`src/include/stfs_pkg.sv`:
```
// Constants, register map and carrier types of the supply and thermal fault supervisor.
package stfs_pkg;

    // ------------------------------------------------------------------
    // Timing
    // ------------------------------------------------------------------
    localparam int unsigned CLK_HZ = 25_000_000;
    localparam int unsigned SC_FILTER_MS = 4;
    localparam int unsigned SC_FILTER_CYC = SC_FILTER_MS * (CLK_HZ / 1000);
    localparam int unsigned COOL_S = 1;
    localparam int unsigned COOL_CYC = COOL_S * CLK_HZ;
    localparam int unsigned BLANK_US = 10;
    localparam int unsigned BLANK_CYC = BLANK_US * (CLK_HZ / 1_000_000);
    localparam int unsigned BLANK_W = $clog2(BLANK_CYC + 1);

    // ------------------------------------------------------------------
    // Register map
    // ------------------------------------------------------------------
    localparam logic [11:0] ADDR_CTRL = 12'h000;
    localparam logic [11:0] ADDR_STAT = 12'h004;
    localparam logic [11:0] ADDR_LIVE = 12'h008;
    localparam logic [1:0] FAIL_OT = 2'h1;

    // ------------------------------------------------------------------
    // Carrier types
    // ------------------------------------------------------------------
    typedef struct packed {
        logic mainOk;
        logic vsUv;
        logic auxUv;
        logic auxOc;
        logic secUv;
        logic canUv;
        logic otSec;
        logic otAux;
        logic otCan;
        logic otLin;
        logic [3:0] otHs;
        logic temperature_prewarning_flag;
        logic global_shutdown_flag;
    } stfs_cmp_t;

    typedef struct packed {
        logic [3:0] hsEn;
        logic loadShare;
        logic stopKeepOn;
        logic uvOffOpt;
        logic [1:0] auxEn;
        logic [1:0] secEn;
    } stfs_ctrl_t;

    typedef struct packed {
        logic [3:0] hsFault;
        logic [1:0] linFail;
        logic [1:0] canFail;
        logic global_shutdown_flag;
        logic temperature_prewarning_flag;
        logic auxOt;
        logic secOt;
        logic blockOt;
        logic canSupplyUv;
        logic secUv;
        logic auxUv;
        logic auxOc;
        logic flagA;
        logic mainShort;
    } stfs_flags_t;

    localparam int unsigned CTRL_W = $bits(stfs_ctrl_t);
    localparam int unsigned FLAG_W = $bits(stfs_flags_t);
    localparam logic [CTRL_W-1:0] CTRL_RST = 11'h000;

    typedef enum logic [1:0] {
        MS_RAMP = 2'h0,
        MS_ON = 2'h1,
        MS_DROP = 2'h3,
        MS_FAULT = 2'h2
    } stfs_main_t;

endpackage

```
`src/rtl/stfs_supervisor.sv`:
```
// Supply short-circuit, undervoltage and thermal fault supervisor with APB status registers.
`timescale 1ns/10ps
module stfs_supervisor #(
    parameter int unsigned SC_FILTER_CYCLES = stfs_pkg::SC_FILTER_CYC,
    parameter int unsigned COOL_CYCLES = stfs_pkg::COOL_CYC
) (
    input wire logic core_clk,
    input wire logic rst_n,
    input wire logic [11:0] paddr,
    input wire logic psel,
    input wire logic penable,
    input wire logic pwrite,
    input wire logic [31:0] pwdata,
    output logic [31:0] prdata,
    output logic pready,
    output logic pslverr,
    input wire stfs_pkg::stfs_cmp_t cmpRaw,
    input wire logic sleepExit,
    input wire logic wakeEvent,
    input wire logic normalMode,
    input wire logic stopMode,
    input wire logic canActive,
    input wire logic linActive,
    output logic mainSupplyOn,
    output logic failOutputsEn,
    output logic failSafeReq,
    output logic restartReq,
    output logic auxRegOn,
    output logic secRegOn,
    output logic canTxEn,
    output logic linTxEn,
    output logic [3:0] hsOn
);

    // ------------------------------------------------------------------
    // Input synchronisation
    // ------------------------------------------------------------------
    stfs_pkg::stfs_cmp_t cmp;

    stfs_sync #(
        .WIDTH($bits(stfs_pkg::stfs_cmp_t))
    ) uSync (
        .core_clk(core_clk),
        .rst_n(rst_n),
        .din(cmpRaw),
        .dout(cmp)
    );

    // ------------------------------------------------------------------
    // Declarations
    // ------------------------------------------------------------------
    stfs_pkg::stfs_main_t mainState_q;
    stfs_pkg::stfs_ctrl_t ctrl_q;
    stfs_pkg::stfs_flags_t flags_q;
    stfs_pkg::stfs_flags_t flags_d;
    stfs_pkg::stfs_flags_t setF;
    stfs_pkg::stfs_flags_t clrOkF;
    stfs_pkg::stfs_flags_t clrReq;
    logic scRun, scClr, scDone;
    logic coolBusy_q, coolDone, tsd2Evt;
    logic auxLsOff_q, canOtOff_q, linOtOff_q;
    logic auxPassOk, anyOt;
    logic secOtEvt, auxSaOtEvt, auxLsOtEvt, canOtEvt, linOtEvt, hsOtEvt;
    logic [3:0] hsOtHit;
    logic auxOnPrev_q, secOnPrev_q;
    logic [stfs_pkg::BLANK_W-1:0] auxBlank_q, secBlank_q;
    logic wrAcc, ctrlWr, statWr, mapped;

    function automatic logic [stfs_pkg::BLANK_W-1:0] blankNext(
        input logic [stfs_pkg::BLANK_W-1:0] cnt,
        input logic trig
    );
        if (trig) begin
            return stfs_pkg::BLANK_W'(stfs_pkg::BLANK_CYC);
        end
        return (cnt != '0) ? stfs_pkg::BLANK_W'(cnt - 1'b1) : cnt;
    endfunction

    // ------------------------------------------------------------------
    // Main supply short-circuit supervision
    // ------------------------------------------------------------------
    assign scRun = ((mainState_q == stfs_pkg::MS_RAMP && !cmp.mainOk) ||
        mainState_q == stfs_pkg::MS_DROP) && !cmp.vsUv;
    assign scClr = (mainState_q == stfs_pkg::MS_ON) || (mainState_q == stfs_pkg::MS_FAULT) || sleepExit;

    stfs_timer #(
        .LIMIT(SC_FILTER_CYCLES)
    ) uScTimer (
        .core_clk(core_clk),
        .rst_n(rst_n),
        .clr(scClr),
        .run(scRun),
        .done(scDone)
    );

    always_ff @(posedge core_clk) begin
        if (!rst_n) begin
            mainState_q <= stfs_pkg::MS_RAMP;
        end else begin
            unique case (mainState_q)
                stfs_pkg::MS_RAMP: begin
                    if (sleepExit) begin
                        mainState_q <= stfs_pkg::MS_RAMP;
                    end else if (cmp.mainOk) begin
                        mainState_q <= stfs_pkg::MS_ON;
                    end else if (scDone) begin
                        mainState_q <= stfs_pkg::MS_FAULT;
                    end
                end
                stfs_pkg::MS_ON: begin
                    if (sleepExit) begin
                        mainState_q <= stfs_pkg::MS_RAMP;
                    end else if (!cmp.mainOk) begin
                        mainState_q <= stfs_pkg::MS_DROP;
                    end
                end
                stfs_pkg::MS_DROP: begin
                    if (sleepExit) begin
                        mainState_q <= stfs_pkg::MS_RAMP;
                    end else if (cmp.mainOk) begin
                        mainState_q <= stfs_pkg::MS_ON;
                    end else if (scDone) begin
                        mainState_q <= stfs_pkg::MS_FAULT;
                    end
                end
                stfs_pkg::MS_FAULT: begin
                    if (wakeEvent) begin
                        mainState_q <= stfs_pkg::MS_RAMP;
                    end
                end
            endcase
        end
    end

    assign mainSupplyOn = (mainState_q != stfs_pkg::MS_FAULT);
    assign failOutputsEn = (mainState_q == stfs_pkg::MS_FAULT);

    // ------------------------------------------------------------------
    // Global thermal shutdown and cool-down
    // ------------------------------------------------------------------
    assign tsd2Evt = cmp.global_shutdown_flag && mainSupplyOn && !coolBusy_q;

    stfs_timer #(
        .LIMIT(COOL_CYCLES)
    ) uCoolTimer (
        .core_clk(core_clk),
        .rst_n(rst_n),
        .clr(!coolBusy_q),
        .run(coolBusy_q),
        .done(coolDone)
    );

    always_ff @(posedge core_clk) begin
        if (!rst_n) begin
            coolBusy_q <= 1'b0;
            restartReq <= 1'b0;
        end else begin
            coolBusy_q <= tsd2Evt || (coolBusy_q && !coolDone);
            restartReq <= coolDone;
        end
    end

    assign failSafeReq = failOutputsEn || coolBusy_q;

    // ------------------------------------------------------------------
    // Stage enables and thermal events
    // ------------------------------------------------------------------
    always_comb begin
        if (ctrl_q.loadShare) begin
            auxPassOk = !((cmp.vsUv && !ctrl_q.uvOffOpt) || (stopMode && !ctrl_q.stopKeepOn));
        end else begin
            auxPassOk = !(cmp.auxUv && !ctrl_q.uvOffOpt) && !cmp.vsUv;
        end
    end

    assign secRegOn = |ctrl_q.secEn;
    assign auxRegOn = |ctrl_q.auxEn && !auxLsOff_q && auxPassOk;
    assign hsOn = ctrl_q.hsEn;
    assign canTxEn = canActive && !canOtOff_q;
    assign linTxEn = linActive && !linOtOff_q;

    assign secOtEvt = secRegOn && cmp.otSec;
    assign auxSaOtEvt = !ctrl_q.loadShare && auxRegOn && cmp.otAux;
    assign auxLsOtEvt = ctrl_q.loadShare && auxRegOn && cmp.otAux;
    assign canOtEvt = canActive && cmp.otCan;
    assign linOtEvt = linActive && cmp.otLin;
    assign hsOtHit = hsOn & cmp.otHs;
    assign hsOtEvt = |hsOtHit;
    assign anyOt = cmp.otSec || cmp.otAux || cmp.otCan || cmp.otLin || (|cmp.otHs);

    // The load-sharing regulator and the transmitters return by themselves once cool.
    always_ff @(posedge core_clk) begin
        if (!rst_n) begin
            auxLsOff_q <= 1'b0;
            canOtOff_q <= 1'b0;
            linOtOff_q <= 1'b0;
        end else begin
            auxLsOff_q <= auxLsOtEvt || (auxLsOff_q && cmp.otAux && ctrl_q.loadShare);
            canOtOff_q <= canOtEvt;
            linOtOff_q <= linOtEvt;
        end
    end

    // ------------------------------------------------------------------
    // Blanking of undervoltage flags: aux after turn-on, secondary after either switching edge
    // ------------------------------------------------------------------
    always_ff @(posedge core_clk) begin
        if (!rst_n) begin
            auxOnPrev_q <= 1'b0;
            secOnPrev_q <= 1'b0;
            auxBlank_q <= '0;
            secBlank_q <= '0;
        end else begin
            auxOnPrev_q <= auxRegOn;
            secOnPrev_q <= secRegOn;
            auxBlank_q <= blankNext(auxBlank_q, auxRegOn && !auxOnPrev_q);
            secBlank_q <= blankNext(secBlank_q, secRegOn != secOnPrev_q);
        end
    end

    // ------------------------------------------------------------------
    // APB slave
    // ------------------------------------------------------------------
    assign pready = 1'b1;
    assign wrAcc = psel && penable && pwrite;
    assign ctrlWr = wrAcc && (paddr == stfs_pkg::ADDR_CTRL);
    assign statWr = wrAcc && (paddr == stfs_pkg::ADDR_STAT);
    assign mapped = (paddr == stfs_pkg::ADDR_CTRL) || (paddr == stfs_pkg::ADDR_STAT) ||
        (paddr == stfs_pkg::ADDR_LIVE);
    assign pslverr = psel && penable && !mapped;

    // Read data is sampled in the setup cycle so that it comes from a flip-flop.
    always_ff @(posedge core_clk) begin
        if (!rst_n) begin
            prdata <= '0;
        end else if (psel && !penable) begin
            unique case (paddr)
                stfs_pkg::ADDR_CTRL: prdata <= 32'(ctrl_q);
                stfs_pkg::ADDR_STAT: prdata <= 32'(flags_q);
                stfs_pkg::ADDR_LIVE: prdata <= 32'({cmp, coolBusy_q, mainState_q});
                default: prdata <= 32'h0000_0000;
            endcase
        end
    end

    // Hardware clears of enable bits win over a software write in the same cycle.
    always_ff @(posedge core_clk) begin
        if (!rst_n) begin
            ctrl_q <= stfs_pkg::CTRL_RST;
        end else begin
            if (ctrlWr) begin
                ctrl_q <= stfs_pkg::stfs_ctrl_t'(pwdata[stfs_pkg::CTRL_W-1:0]);
            end
            if (secOtEvt) begin
                ctrl_q.secEn <= 2'h0;
            end
            if (auxSaOtEvt) begin
                ctrl_q.auxEn <= 2'h0;
            end
            if (hsOtEvt) begin
                ctrl_q.hsEn <= 4'h0;
            end
        end
    end

    // ------------------------------------------------------------------
    // Sticky status flags
    // ------------------------------------------------------------------
    always_comb begin
        setF = '0;
        setF.mainShort = scDone;
        setF.flagA = scDone;
        setF.auxOc = !ctrl_q.loadShare && auxRegOn && cmp.auxOc;
        setF.auxUv = !ctrl_q.loadShare && auxRegOn && auxBlank_q == '0 && cmp.auxUv;
        setF.secUv = secRegOn && secBlank_q == '0 && cmp.secUv;
        setF.canSupplyUv = cmp.canUv;
        setF.blockOt = secOtEvt || auxSaOtEvt || auxLsOtEvt || canOtEvt || linOtEvt || hsOtEvt;
        setF.secOt = secOtEvt;
        setF.auxOt = auxSaOtEvt || auxLsOtEvt;
        setF.temperature_prewarning_flag = mainSupplyOn && cmp.temperature_prewarning_flag;
        setF.global_shutdown_flag = tsd2Evt;
        setF.hsFault = hsOtEvt ? hsOn : 4'h0;
        setF.canFail = canOtEvt ? stfs_pkg::FAIL_OT : 2'h0;
        setF.linFail = linOtEvt ? stfs_pkg::FAIL_OT : 2'h0;
        clrOkF = '1;
        clrOkF.blockOt = !anyOt;
        clrOkF.temperature_prewarning_flag = !cmp.temperature_prewarning_flag;
        clrOkF.global_shutdown_flag = normalMode && !cmp.global_shutdown_flag;
        clrReq = statWr ? stfs_pkg::stfs_flags_t'(pwdata[stfs_pkg::FLAG_W-1:0]) : '0;
        flags_d = (flags_q & ~(clrReq & clrOkF)) | setF;
    end

    always_ff @(posedge core_clk) begin
        if (!rst_n) begin
            flags_q <= '0;
        end else begin
            flags_q <= flags_d;
        end
    end
endmodule // stfs_supervisor

```
`src/rtl/stfs_sync.sv`:
```
// Two-stage synchroniser for a vector of independent comparator levels.
`timescale 1ns/10ps
module stfs_sync #(
    parameter int unsigned WIDTH = 1
) (
    input wire logic core_clk,
    input wire logic rst_n,
    input wire logic [WIDTH-1:0] din,
    output logic [WIDTH-1:0] dout
);
    logic [WIDTH-1:0] meta_q;

    // Each bit is a slow level, so bitwise crossing is safe.
    always_ff @(posedge core_clk) begin
        if (!rst_n) begin
            meta_q <= '0;
            dout <= '0;
        end else begin
            meta_q <= din;
            dout <= meta_q;
        end
    end
endmodule // stfs_sync

```
`src/rtl/stfs_timer.sv`:
```
// Up-counter that flags the cycle in which a run time reaches its terminal count.
`timescale 1ns/10ps
module stfs_timer #(
    parameter int unsigned LIMIT = 100
) (
    input wire logic core_clk,
    input wire logic rst_n,
    input wire logic clr,
    input wire logic run,
    output logic done
);
    localparam int unsigned W = $clog2(LIMIT + 1);
    logic [W-1:0] cnt_q;

    // A paused count keeps its value; only clr restarts it.
    assign done = run && (cnt_q == W'(LIMIT - 1));

    always_ff @(posedge core_clk) begin
        if (!rst_n || clr) begin
            cnt_q <= '0;
        end else if (run && !done) begin
            cnt_q <= W'(cnt_q + 1'b1);
        end
    end
endmodule // stfs_timer

```
`config.mk`:
```
export PLATFORM = sky130hd
export DESIGN_NAME = stfs_supervisor
export DESIGN_NICKNAME = d
export VERILOG_FILES = /design/src/include/stfs_pkg.sv /design/src/rtl/stfs_supervisor.sv /design/src/rtl/stfs_sync.sv /design/src/rtl/stfs_timer.sv
export SDC_FILE = /design/constraint.sdc
export NUM_CORES = 1
export LEC_CHECK = 0
export ABC_AREA = 1
export BUFFER_PORTS_ARGS = -buffer_cell sky130_fd_sc_hd__buf_2
export CORE_AREA = 2 2 124 126
export CTS_CLUSTER_SIZE = 25
export DETAILED_ROUTE_END_ITERATION = 8
export DIE_AREA = 0 0 126 128
export GPL_TIMING_DRIVEN = 0
export PLACE_DENSITY_LB_ADDON = 0.25
export SYNTH_ARGS = -nofsm -noshare
export SYNTH_HDL_FRONTEND = slang
export SYNTH_SLANG_ARGS = --single-unit
```
`constraint.sdc`:
```
create_clock -name core_clk -period 1.5 [get_ports core_clk]
set_input_delay 0.3 -clock core_clk [delete_from_list [all_inputs] [get_ports core_clk]]
set_output_delay 0.3 -clock core_clk [all_outputs]
set_load 0.1 [all_outputs]
```
==> results of run 1 <==
logic make-up (layout without fill, tap and decap cells):
family	Yosys count	in the layout	synth area share, %
AOI/OAI and AO/OA	144	144	10.4
xor gates and xnor gates	22	22	2.61
adders and majority gates	9	9	1.52
buffers and inverters	180	366	11.0
DFF	148	148	40.1
other	2	14	0.102
and+or+nand+nor	576	576	34.3
timing repair:
action / CTS / global route
gates cloned: 1 / 4
pin swaps: 16 / 64
buffers inserted: 25 / 36
gates resized for setup: 113 / 238
hold endpoints to repair: 0 / 0
endpoints found under the setup margin: 89 / 87
power groups by stage:
stage               sequential (uW)  clock [uW]  combinational [uW]
finish                         4360        4460                3850
CTS                            4360        4480                2840
global placement               4450           0                2400
floorplan                      4400           0                1970
detailed placement             4460           0                2430
global route                   4380        4660                4150
metrics by stage:
stage | hold WS [ns] | std cells | setup TNS (ns)
floorplan | 0.390 | 1093 | -2.82
global placement | 0.394 | 1370 | -22.66
finish | 0.0393 | 1467 | -4.48
global route | 0.0328 | 1467 | -6.98
detailed placement | 0.397 | 1370 | -25.50
CTS | 0.0320 | 1428 | -4.43
metal layers:
layer	vias to the layer above	routed length, um	track usage (%)
met3	44	1610	5.05
met1	3629	10100	35.4
met2	368	10700	40.8
li1	3786	-	-
met4	0	429	7.95
met5	-	0	0
layout by cell type (no fill, tap or decap), types with 9 or more instances in the layout:
master       n
clkbuf_4    11
nand3_2     12
o21ai_1     10
nor2_2      17
nand4_1     17
a21oi_1     59
o21ai_0     27
inv_1      104
nor2_4      20
a21oi_2     39
buf_4       81
buf_6       25
clkbuf_16   21
dfxtp_2     21
nand2_1    251
dfxtp_1    107
nand3_1     80
clkbuf_1    12
dfxtp_4     20
inv_2       15
nor3_1      11
nor2_1      72
xor2_1      16
nand2_2     38
nand3b_1     9
conb_1      14
buf_2       58
nand2_4     29
registers in the layout (all words and copies together) (netlist names), 7 cells and up:
name,count
auxBlank_q,8
ctrl_q,7
flags_q,19
prdata,19
secBlank_q,8
uCoolTimer.cnt_q,25
uScTimer.cnt_q,17
uSync.dout,16
uSync.meta_q,16
area by class of cell:
cell class | instances | share of cell area, %
sequential | 148 | 29.1
inverter | 129 | 4.88
clock buffer | 17 | 4.05
tap | 188 | 2.24
timing repair buffer | 154 | 11.8
multi-input combinational | 765 | 42.5
buffer | 51 | 3.61
clock inverter | 15 | 1.71
final timing paths:
| kind | startpoint | endpoint | slack (ns) | cells after the start |
|---|---|---|---|---|
| worst max-delay path | mainState_q[0] | failSafeReq | -0.29 | 5 |
| worst min-delay path | cmpRaw[8] | uSync.meta_q[8] | 0.04 | 3 |
| worst max register to register | mainState_q[1] | uScTimer.cnt_q[0] | -0.21 | 10 |
| worst min register to register | uSync.meta_q[13] | uSync.dout[13] | 0.41 | 2 |
worst max-delay path: stages (launching register included):
cell,delay [ns]
dfxtp_4,0.36
inv_4,0.06
ha_4,0.14
clkinvlp_4,0.19
nand2_8,0.14
buf_12,0.17
==> results.cfg, run 1 <==
[outcome]
status = finished with violations
violations = setup timing

[global_route]
grt_pass1_wl_um = 33300
grt_overflow = 0
antenna_found_initial = 0
grt_start_max_net_pins = 17
grtUsageTotal_pct = 25.6
grt_pass1_vias = 6837

[clocking]
hold_buffers = 0
cts_buffers = 17
cts_tree = yes
insertion_delay_ns = 0.44
h-tree-depth = 4
cts.sinks = 148
clock_path_buffers = 2
cts.reportedPaths.clkPinSlew_ns = 0.07
cts_root_buffer = clkbuf_16

[logic_synthesis]
synth_top_area_share_pct = 40.1
syn_area_um2 = 7390
ys_warn_count = 0
synthFlopType = dfxtp_1
ys_seq_area_share_pct = 40.1
synth_cell_type_count = 39
synth.most_common_cell = nand2_1
synthTopCellsByCount = 304 x nand2_1, 148 x dfxtp_1, 126 x inv_1
ys_top_cells_by_area = dfxtp_1 40%, nand2_1 15%, inv_1 6.4%, nand3_1 6.3%, a21oi_1 6.0%
synth.avg_cell_area_um2 = 6.84
synth_edf_count = 0
ys_seq_elements = 148
synth_top_area_cell = dfxtp_1
async_flop_share_pct = 0
syn_inst = 1081

[flow_run]
cap_violations = 0

[finish]
fin_area_um2 = 10500
multi_input_area_um2 = 4470
layout-drive-gt1-share_pct = 37.2
fin_nets = 1346
final_util_pct = 70.7
regArea_um2 = 3060
fillers = 1174
area_growth_pct = 42.2
n_antenna_cell = 0

[floorplan]
die_w_um = 126
std_cell_rows = 45
core_um2 = 14900
dieArea_um2 = 16100
die_height_um = 128
start_util_pct = 49.7
ios = 117

[placed_design]
gp_congestion = 0.966
placedInstanceArea_um2 = 8250
dp_hpwl_um = 14300
portBuffers = 89
preCtsSetupSlack_ns = -0.542

[pwr]
leakage_uw = 0.00455
power.total_uw = 12700
internal_power_uw = 8280
clkPwrFrac_pct = 35.2
seqPwrFrac_pct = 34.4
p_per_area_nw_per_um2 = 1210
swShare_pct = 34.6
p_switching_uw = 4390
comb_power_share_pct = 30.4
max-vdd-ir-drop_mv = 1.02

[detailed_routing]
via_count = 7827
drc_errors = 0
drtIter0Drc = 732
drt_wl_total_um = 22800
first_pass_iters = 5
viasPerCell = 5.34
drtAntennaViolNets = 0
wl_per_cell_um = 15.6

[timing]
finalSetupViolCount = 46
rsz0062_at_grt = true
slew_viol_final = 0
setup_ws_ns = -0.290
maxSlewHeadroom_pct = 49.8
fmax_mhz = 559
finalHoldViolations = 0
clock_skew_ns = 0.0130
period_share_pct = 119
tightest_slew_ns = 0.753
period_needed_ns = 1.79

[setup_path]
crit_path_end_kind = primary output
cp.required_ns = 1.20
arrival_ns = 1.49
path_class = reg -> out
crit_fanout = 4
startpoint_type = flop

[worst_hold_path]
hold_path.class = in -> reg
No activity file was read; power rests on OpenSTA's default activity.
==> inputs of run 2 (changes only) <==
- SKIP_LAST_GASP: unset -> 1
==> results.cfg, run 2 (same netlist as run 1, synthesis figures left out) <==
[outcome]
status = finished with violations
violations = setup timing

[detailed_routing]
drtIter0Drc = 663
drt_wl_total_um = 22600
via_count = 7803
wl_per_cell_um = 15.4
viasPerCell = 5.32
drc_errors = 0
first_pass_iters = 7
drtAntennaViolNets = 0

[global_route]
grt_pass1_vias = 6832
grt_start_max_net_pins = 17
grtUsageTotal_pct = 25.7
grt_overflow = 0
antenna_found_initial = 0
grt_pass1_wl_um = 33300

[flow_run]
cap_violations = 0

[finish]
reg.largest.list = uCoolTimer.cnt_q (25), flags_q (19), prdata (19)
stdcell_count = 1467
layout_commonest_cell = nand2_1
largest_register_ffs = 25
fin_nets = 1346
fin_area_um2 = 10500
fillers = 1176
largest-register = uCoolTimer.cnt_q
layout-drive-gt1-share_pct = 36.9
final_cell_mix = 253 x nand2_1, 107 x dfxtp_1, 104 x inv_1
area_growth_pct = 41.8
n_antenna_cell = 0

[placed_design]
placedInstanceArea_um2 = 8250
portBuffers = 89
dpl.cell_count = 1370
dp_hpwl_um = 14300
preCtsSetupSlack_ns = -0.542
gp_congestion = 0.966

[clocking]
cts_root_buffer = clkbuf_16
cts.reportedPaths.clkPinSlew_ns = 0.07
insertion_delay_ns = 0.44
cts_buffers = 17
h-tree-depth = 4
cts.sinks = 148
clock_path_buffers = 2
cts_tree = yes

[timing]
fmax_mhz = 559
period_share_pct = 119
tightest_slew_ns = 0.730
setup_ws_ns = -0.288
period_needed_ns = 1.79
maxSlewHeadroom_pct = 51.4
finalSetupViolCount = 45
rsz0062_at_grt = true
clock_skew_ns = 0.0155
finalHoldViolations = 0
finalSetupTns_ns = -4.33
slew_viol_final = 0

[floorplan]
die_height_um = 128
start_util_pct = 49.7
die_w_um = 126
core_um2 = 14900
std_cell_rows = 45
dieArea_um2 = 16100
ios = 117

[setup_path]
critPathLaunch = mainState_q[0]
cp.required_ns = 1.20
startpoint_type = flop
crit_path_end_kind = primary output
path_class = reg -> out
arrival_ns = 1.49
crit_fanout = 4
rr_startpoint = mainState_q[1]

[pwr]
p_per_area_nw_per_um2 = 1210
leakage_uw = 0.00454
max-vdd-ir-drop_mv = 1.01
power.total_uw = 12700

[worst_hold_path]
hold_start = cmpRaw[8]
hold_path.class = in -> reg
run 2: cell count changes in the layout (fill, tap and decap cells not counted):
cell | before | now
a21oi_1 | 59 | 61
a21oi_2 | 39 | 37
buf_2 | 58 | 59
buf_4 | 81 | 82
buf_6 | 25 | 23
nand2_1 | 251 | 253
nand2_2 | 38 | 37
nand2_4 | 29 | 28
run 2: layer usage:
metal / part of all wire, % / routed length (um) / vias to the layer above / track usage, %
met5: 0 / 0 / - / 0
met4: 2.3 / 526 / 0 / 7.89
met3: 7.6 / 1720 / 56 / 5.05
met2: 47 / 10600 / 367 / 40.8
li1: - / - / 3784 / -
met1: 43 / 9750 / 3596 / 35.4
run 2: power by group:
group          internal [uW]  switching [uW]  total [uW]
clock                   2530            1940        4470
combinational           1590            2240        3840
sequential              4160             195        4350
total                   8280            4380       12700
run 2: path summary, 6_finish.rpt:
check                                         end  slack (ns)  depth (start not counted)
worst max-delay path                  failSafeReq       -0.29                          5
worst min-delay path              uSync.meta_q[8]        0.04                          3
worst max register to register  uScTimer.cnt_q[0]       -0.21                         10
worst min register to register     uSync.dout[10]        0.41                          2
run 2: stage by stage:
step	util (%)	hold WS [ns]
2_1_floorplan	-	0.390
3_3_place_gp	55.5	0.394
3_5_place_dp	55.5	0.397
4_1_cts	63.1	0.0320
5_1_grt	70.5	0.0359
6_report	70.5	0.0395
run 2: area by class of cell:
class | count | area, um^2 | area share [%]
multi-input cells | 765 | 4450 | 42.5
flip-flops and latches | 148 | 3060 | 29.2
repair buffers | 154 | 1230 | 11.8
inverters | 129 | 513 | 4.89
clock buffers | 17 | 425 | 4.06
plain buffers | 51 | 379 | 3.62
well taps | 188 | 235 | 2.24
clock inverters | 15 | 180 | 1.72
run 2: critical path, cell delays in order, from the launching register on:
cell	delay, ns
dfxtp_4	0.36
inv_4	0.06
ha_4	0.14
clkinvlp_4	0.19
nand2_8	0.14
buf_12	0.17
run 2: what timing repair did:
item,CTS,global route
buffers inserted,25,36
cloned,1,4
hold buffers,0,0
pin swaps,16,64
endpoints found under the setup margin,89,87
gates resized for setup,112,232
==> inputs of run 3 (changes only) <==
- CORE_AREA: 2 2 124 126 -> 2 2 159 161
- DIE_AREA: 0 0 126 128 -> 0 0 161 163
- MAX_ROUTING_LAYER: unset -> met4
- SYNTH_HIERARCHICAL: unset -> 1
==> results.cfg, run 3 <==
[outcome]
status = finished with violations
violations = setup timing

[finish]
reg.largest.list = uCoolTimer/cnt_q (25), flags_q (19), prdata (19)
fillers = 2609
area_growth_pct = 35.7
fin_area_um2 = 9800
layout-drive-gt1-share_pct = 30.4
largest_register_ffs = 25
layout_commonest_cell = nand2_1
final_cell_mix = 246 x nand2_1, 123 x dfxtp_1, 108 x inv_1
largest-register = uCoolTimer/cnt_q
n_antenna_cell = 0
fin_nets = 1272

[logic_synthesis]
syn_area_um2 = 7220
async_flop_share_pct = 0
ys_warn_count = 6
ys_top_cells_by_area = dfxtp_1 41%, nand2_1 13%, nand3_1 7.9%, inv_1 6.5%, a21oi_1 5.7%
synthFlopType = dfxtp_1
synth.avg_cell_area_um2 = 7.00
synthTopCellsByCount = 257 x nand2_1, 148 x dfxtp_1, 126 x inv_1
syn_inst = 1032
ys_seq_area_share_pct = 41.0
synth_edf_count = 0
synth_top_area_cell = dfxtp_1
synth_cell_type_count = 38
ys_seq_elements = 148
synth_top_area_share_pct = 41.0
synth.most_common_cell = nand2_1

[clocking]
cts_buffers = 17
cts.reportedPaths.clkPinSlew_ns = 0.07
insertion_delay_ns = 0.43
cts_root_buffer = clkbuf_16
h-tree-depth = 4
hold_buffers = 0
cts.sinks = 148
clock_path_buffers = 2
cts_tree = yes

[floorplan]
start_util_pct = 29.3
ios = 117
dieArea_um2 = 26200
die_height_um = 163
core_um2 = 24700
std_cell_rows = 58
die_w_um = 161

[global_route]
grt_overflow = 0
grt_pass1_vias = 6423
antenna_found_initial = 0
grt_pass1_wl_um = 32400
grt_start_max_net_pins = 18
grtUsageTotal_pct = 16.1

[pwr]
internal_power_uw = 7900
seqPwrFrac_pct = 36.9
clkPwrFrac_pct = 36.8
p_switching_uw = 4010
leakage_uw = 0.00422
comb_power_share_pct = 26.3
swShare_pct = 33.7
power.total_uw = 11900
p_per_area_nw_per_um2 = 1210
max-vdd-ir-drop_mv = 0.732

[detailed_routing]
viasPerCell = 4.53
drc_errors = 0
drtAntennaViolNets = 0
first_pass_iters = 6
drtIter0Drc = 396
wl_per_cell_um = 13.5
via_count = 6952
drt_wl_total_um = 20700

[placed_design]
portBuffers = 89
placedInstanceArea_um2 = 8250
dp_hpwl_um = 14900
gp_congestion = 0.877

[setup_path]
crit_fanout = 2
cp.required_ns = 1.20
arrival_ns = 1.44
startpoint_type = flop
crit_path_end_kind = primary output
path_class = reg -> out

[timing]
finalSetupViolCount = 14
rsz0062_at_grt = true
tightest_slew_ns = 0.748
period_needed_ns = 1.74
setup_ws_ns = -0.240
clock_skew_ns = 0.0101
finalHoldViolations = 0
fmax_mhz = 575
period_share_pct = 116
maxSlewHeadroom_pct = 50.1
slew_viol_final = 0

[worst_hold_path]
hold_path.class = in -> reg

[flow_run]
cap_violations = 0
run 3: worst max-delay path, stage by stage (launching register included):
cell        delay [ns]
dfxtp_4           0.37
inv_2             0.04
o21ai_2           0.09
nand2_1           0.08
nand3_2           0.11
clkinvlp_4        0.13
buf_12            0.18
run 3: cell families (layout without fill, tap and decap cells):
logic type / count (synthesis) / after routing / share of synthesized area, %
AO/OA/AOI/OAI: 124 / 124 / 9.01
XOR/XNOR: 10 / 10 / 1.21
adder cells (fa/ha/maj): 9 / 9 / 1.56
buffers and inverters: 182 / 343 / 11.8
flip-flops: 148 / 148 / 41.0
other: 2 / 14 / 0.104
AND/OR/NAND/NOR: 557 / 557 / 35.3
run 3: power by group through the flow:
stage | Clock (uW) | Combinational [uW] | Sequential (uW)
after CTS | 4460 | 2930 | 4380
after detailed placement | 0 | 2410 | 4450
after floorplan | 0 | 1960 | 4400
after global routing | 4650 | 3440 | 4420
after global placement | 0 | 2380 | 4450
final | 4380 | 3130 | 4390
run 3: stage by stage:
stage,instances,util [%],setup WS (ns),hold WS [ns],setup TNS (ns)
floorplan,1044,-,-0.629,0.385,-4.02
global placement,1463,33.4,-0.574,0.393,-27.83
detailed placement,1463,33.4,-0.569,0.395,-26.34
CTS,1525,38.1,-0.266,0.0368,-1.55
global route,1535,39.7,-0.333,0.0408,-3.38
finish,1535,39.7,-0.240,0.0470,-1.51
run 3: final timing paths:
| check | slack (ns) | startpoint | cells after the start | endpoint |
|---|---|---|---|---|
| worst max register to register | -0.17 | mainState_q[1] | 13 | mainState_q[1] |
| worst min register to register | 0.41 | uSync/meta_q[14] | 2 | uSync/dout[14] |
| worst max-delay path | -0.24 | uSync/dout[14] | 6 | auxRegOn |
| worst min-delay path | 0.05 | pwdata[14] | 2 | flags_q[14] |
run 3: per-layer routing:
metal  part of all wire (%)  global-route usage (%)
met5                      0                       -
met4                    1.7                    5.15
met3                    4.3                    2.62
met2                     48                    25.8
met1                     46                    20.8
run 3: layout make-up:
cell class / count / area (um^2) / share of cell area, %
multi-input cells: 714 / 3890 / 39.7
flip-flops and latches: 148 / 3000 / 30.6
repair buffers: 130 / 997 / 10.2
inverters: 134 / 528 / 5.39
clock buffers: 17 / 425 / 4.34
well taps: 330 / 413 / 4.21
plain buffers: 47 / 359 / 3.66
clock inverters: 15 / 184 / 1.88
run 3: repair_timing:
item,CTS,global route
endpoints found under the setup margin,79,87
cloned,0,1
setup buffers,31,13
pin swaps,28,31
gates resized for setup,101,97
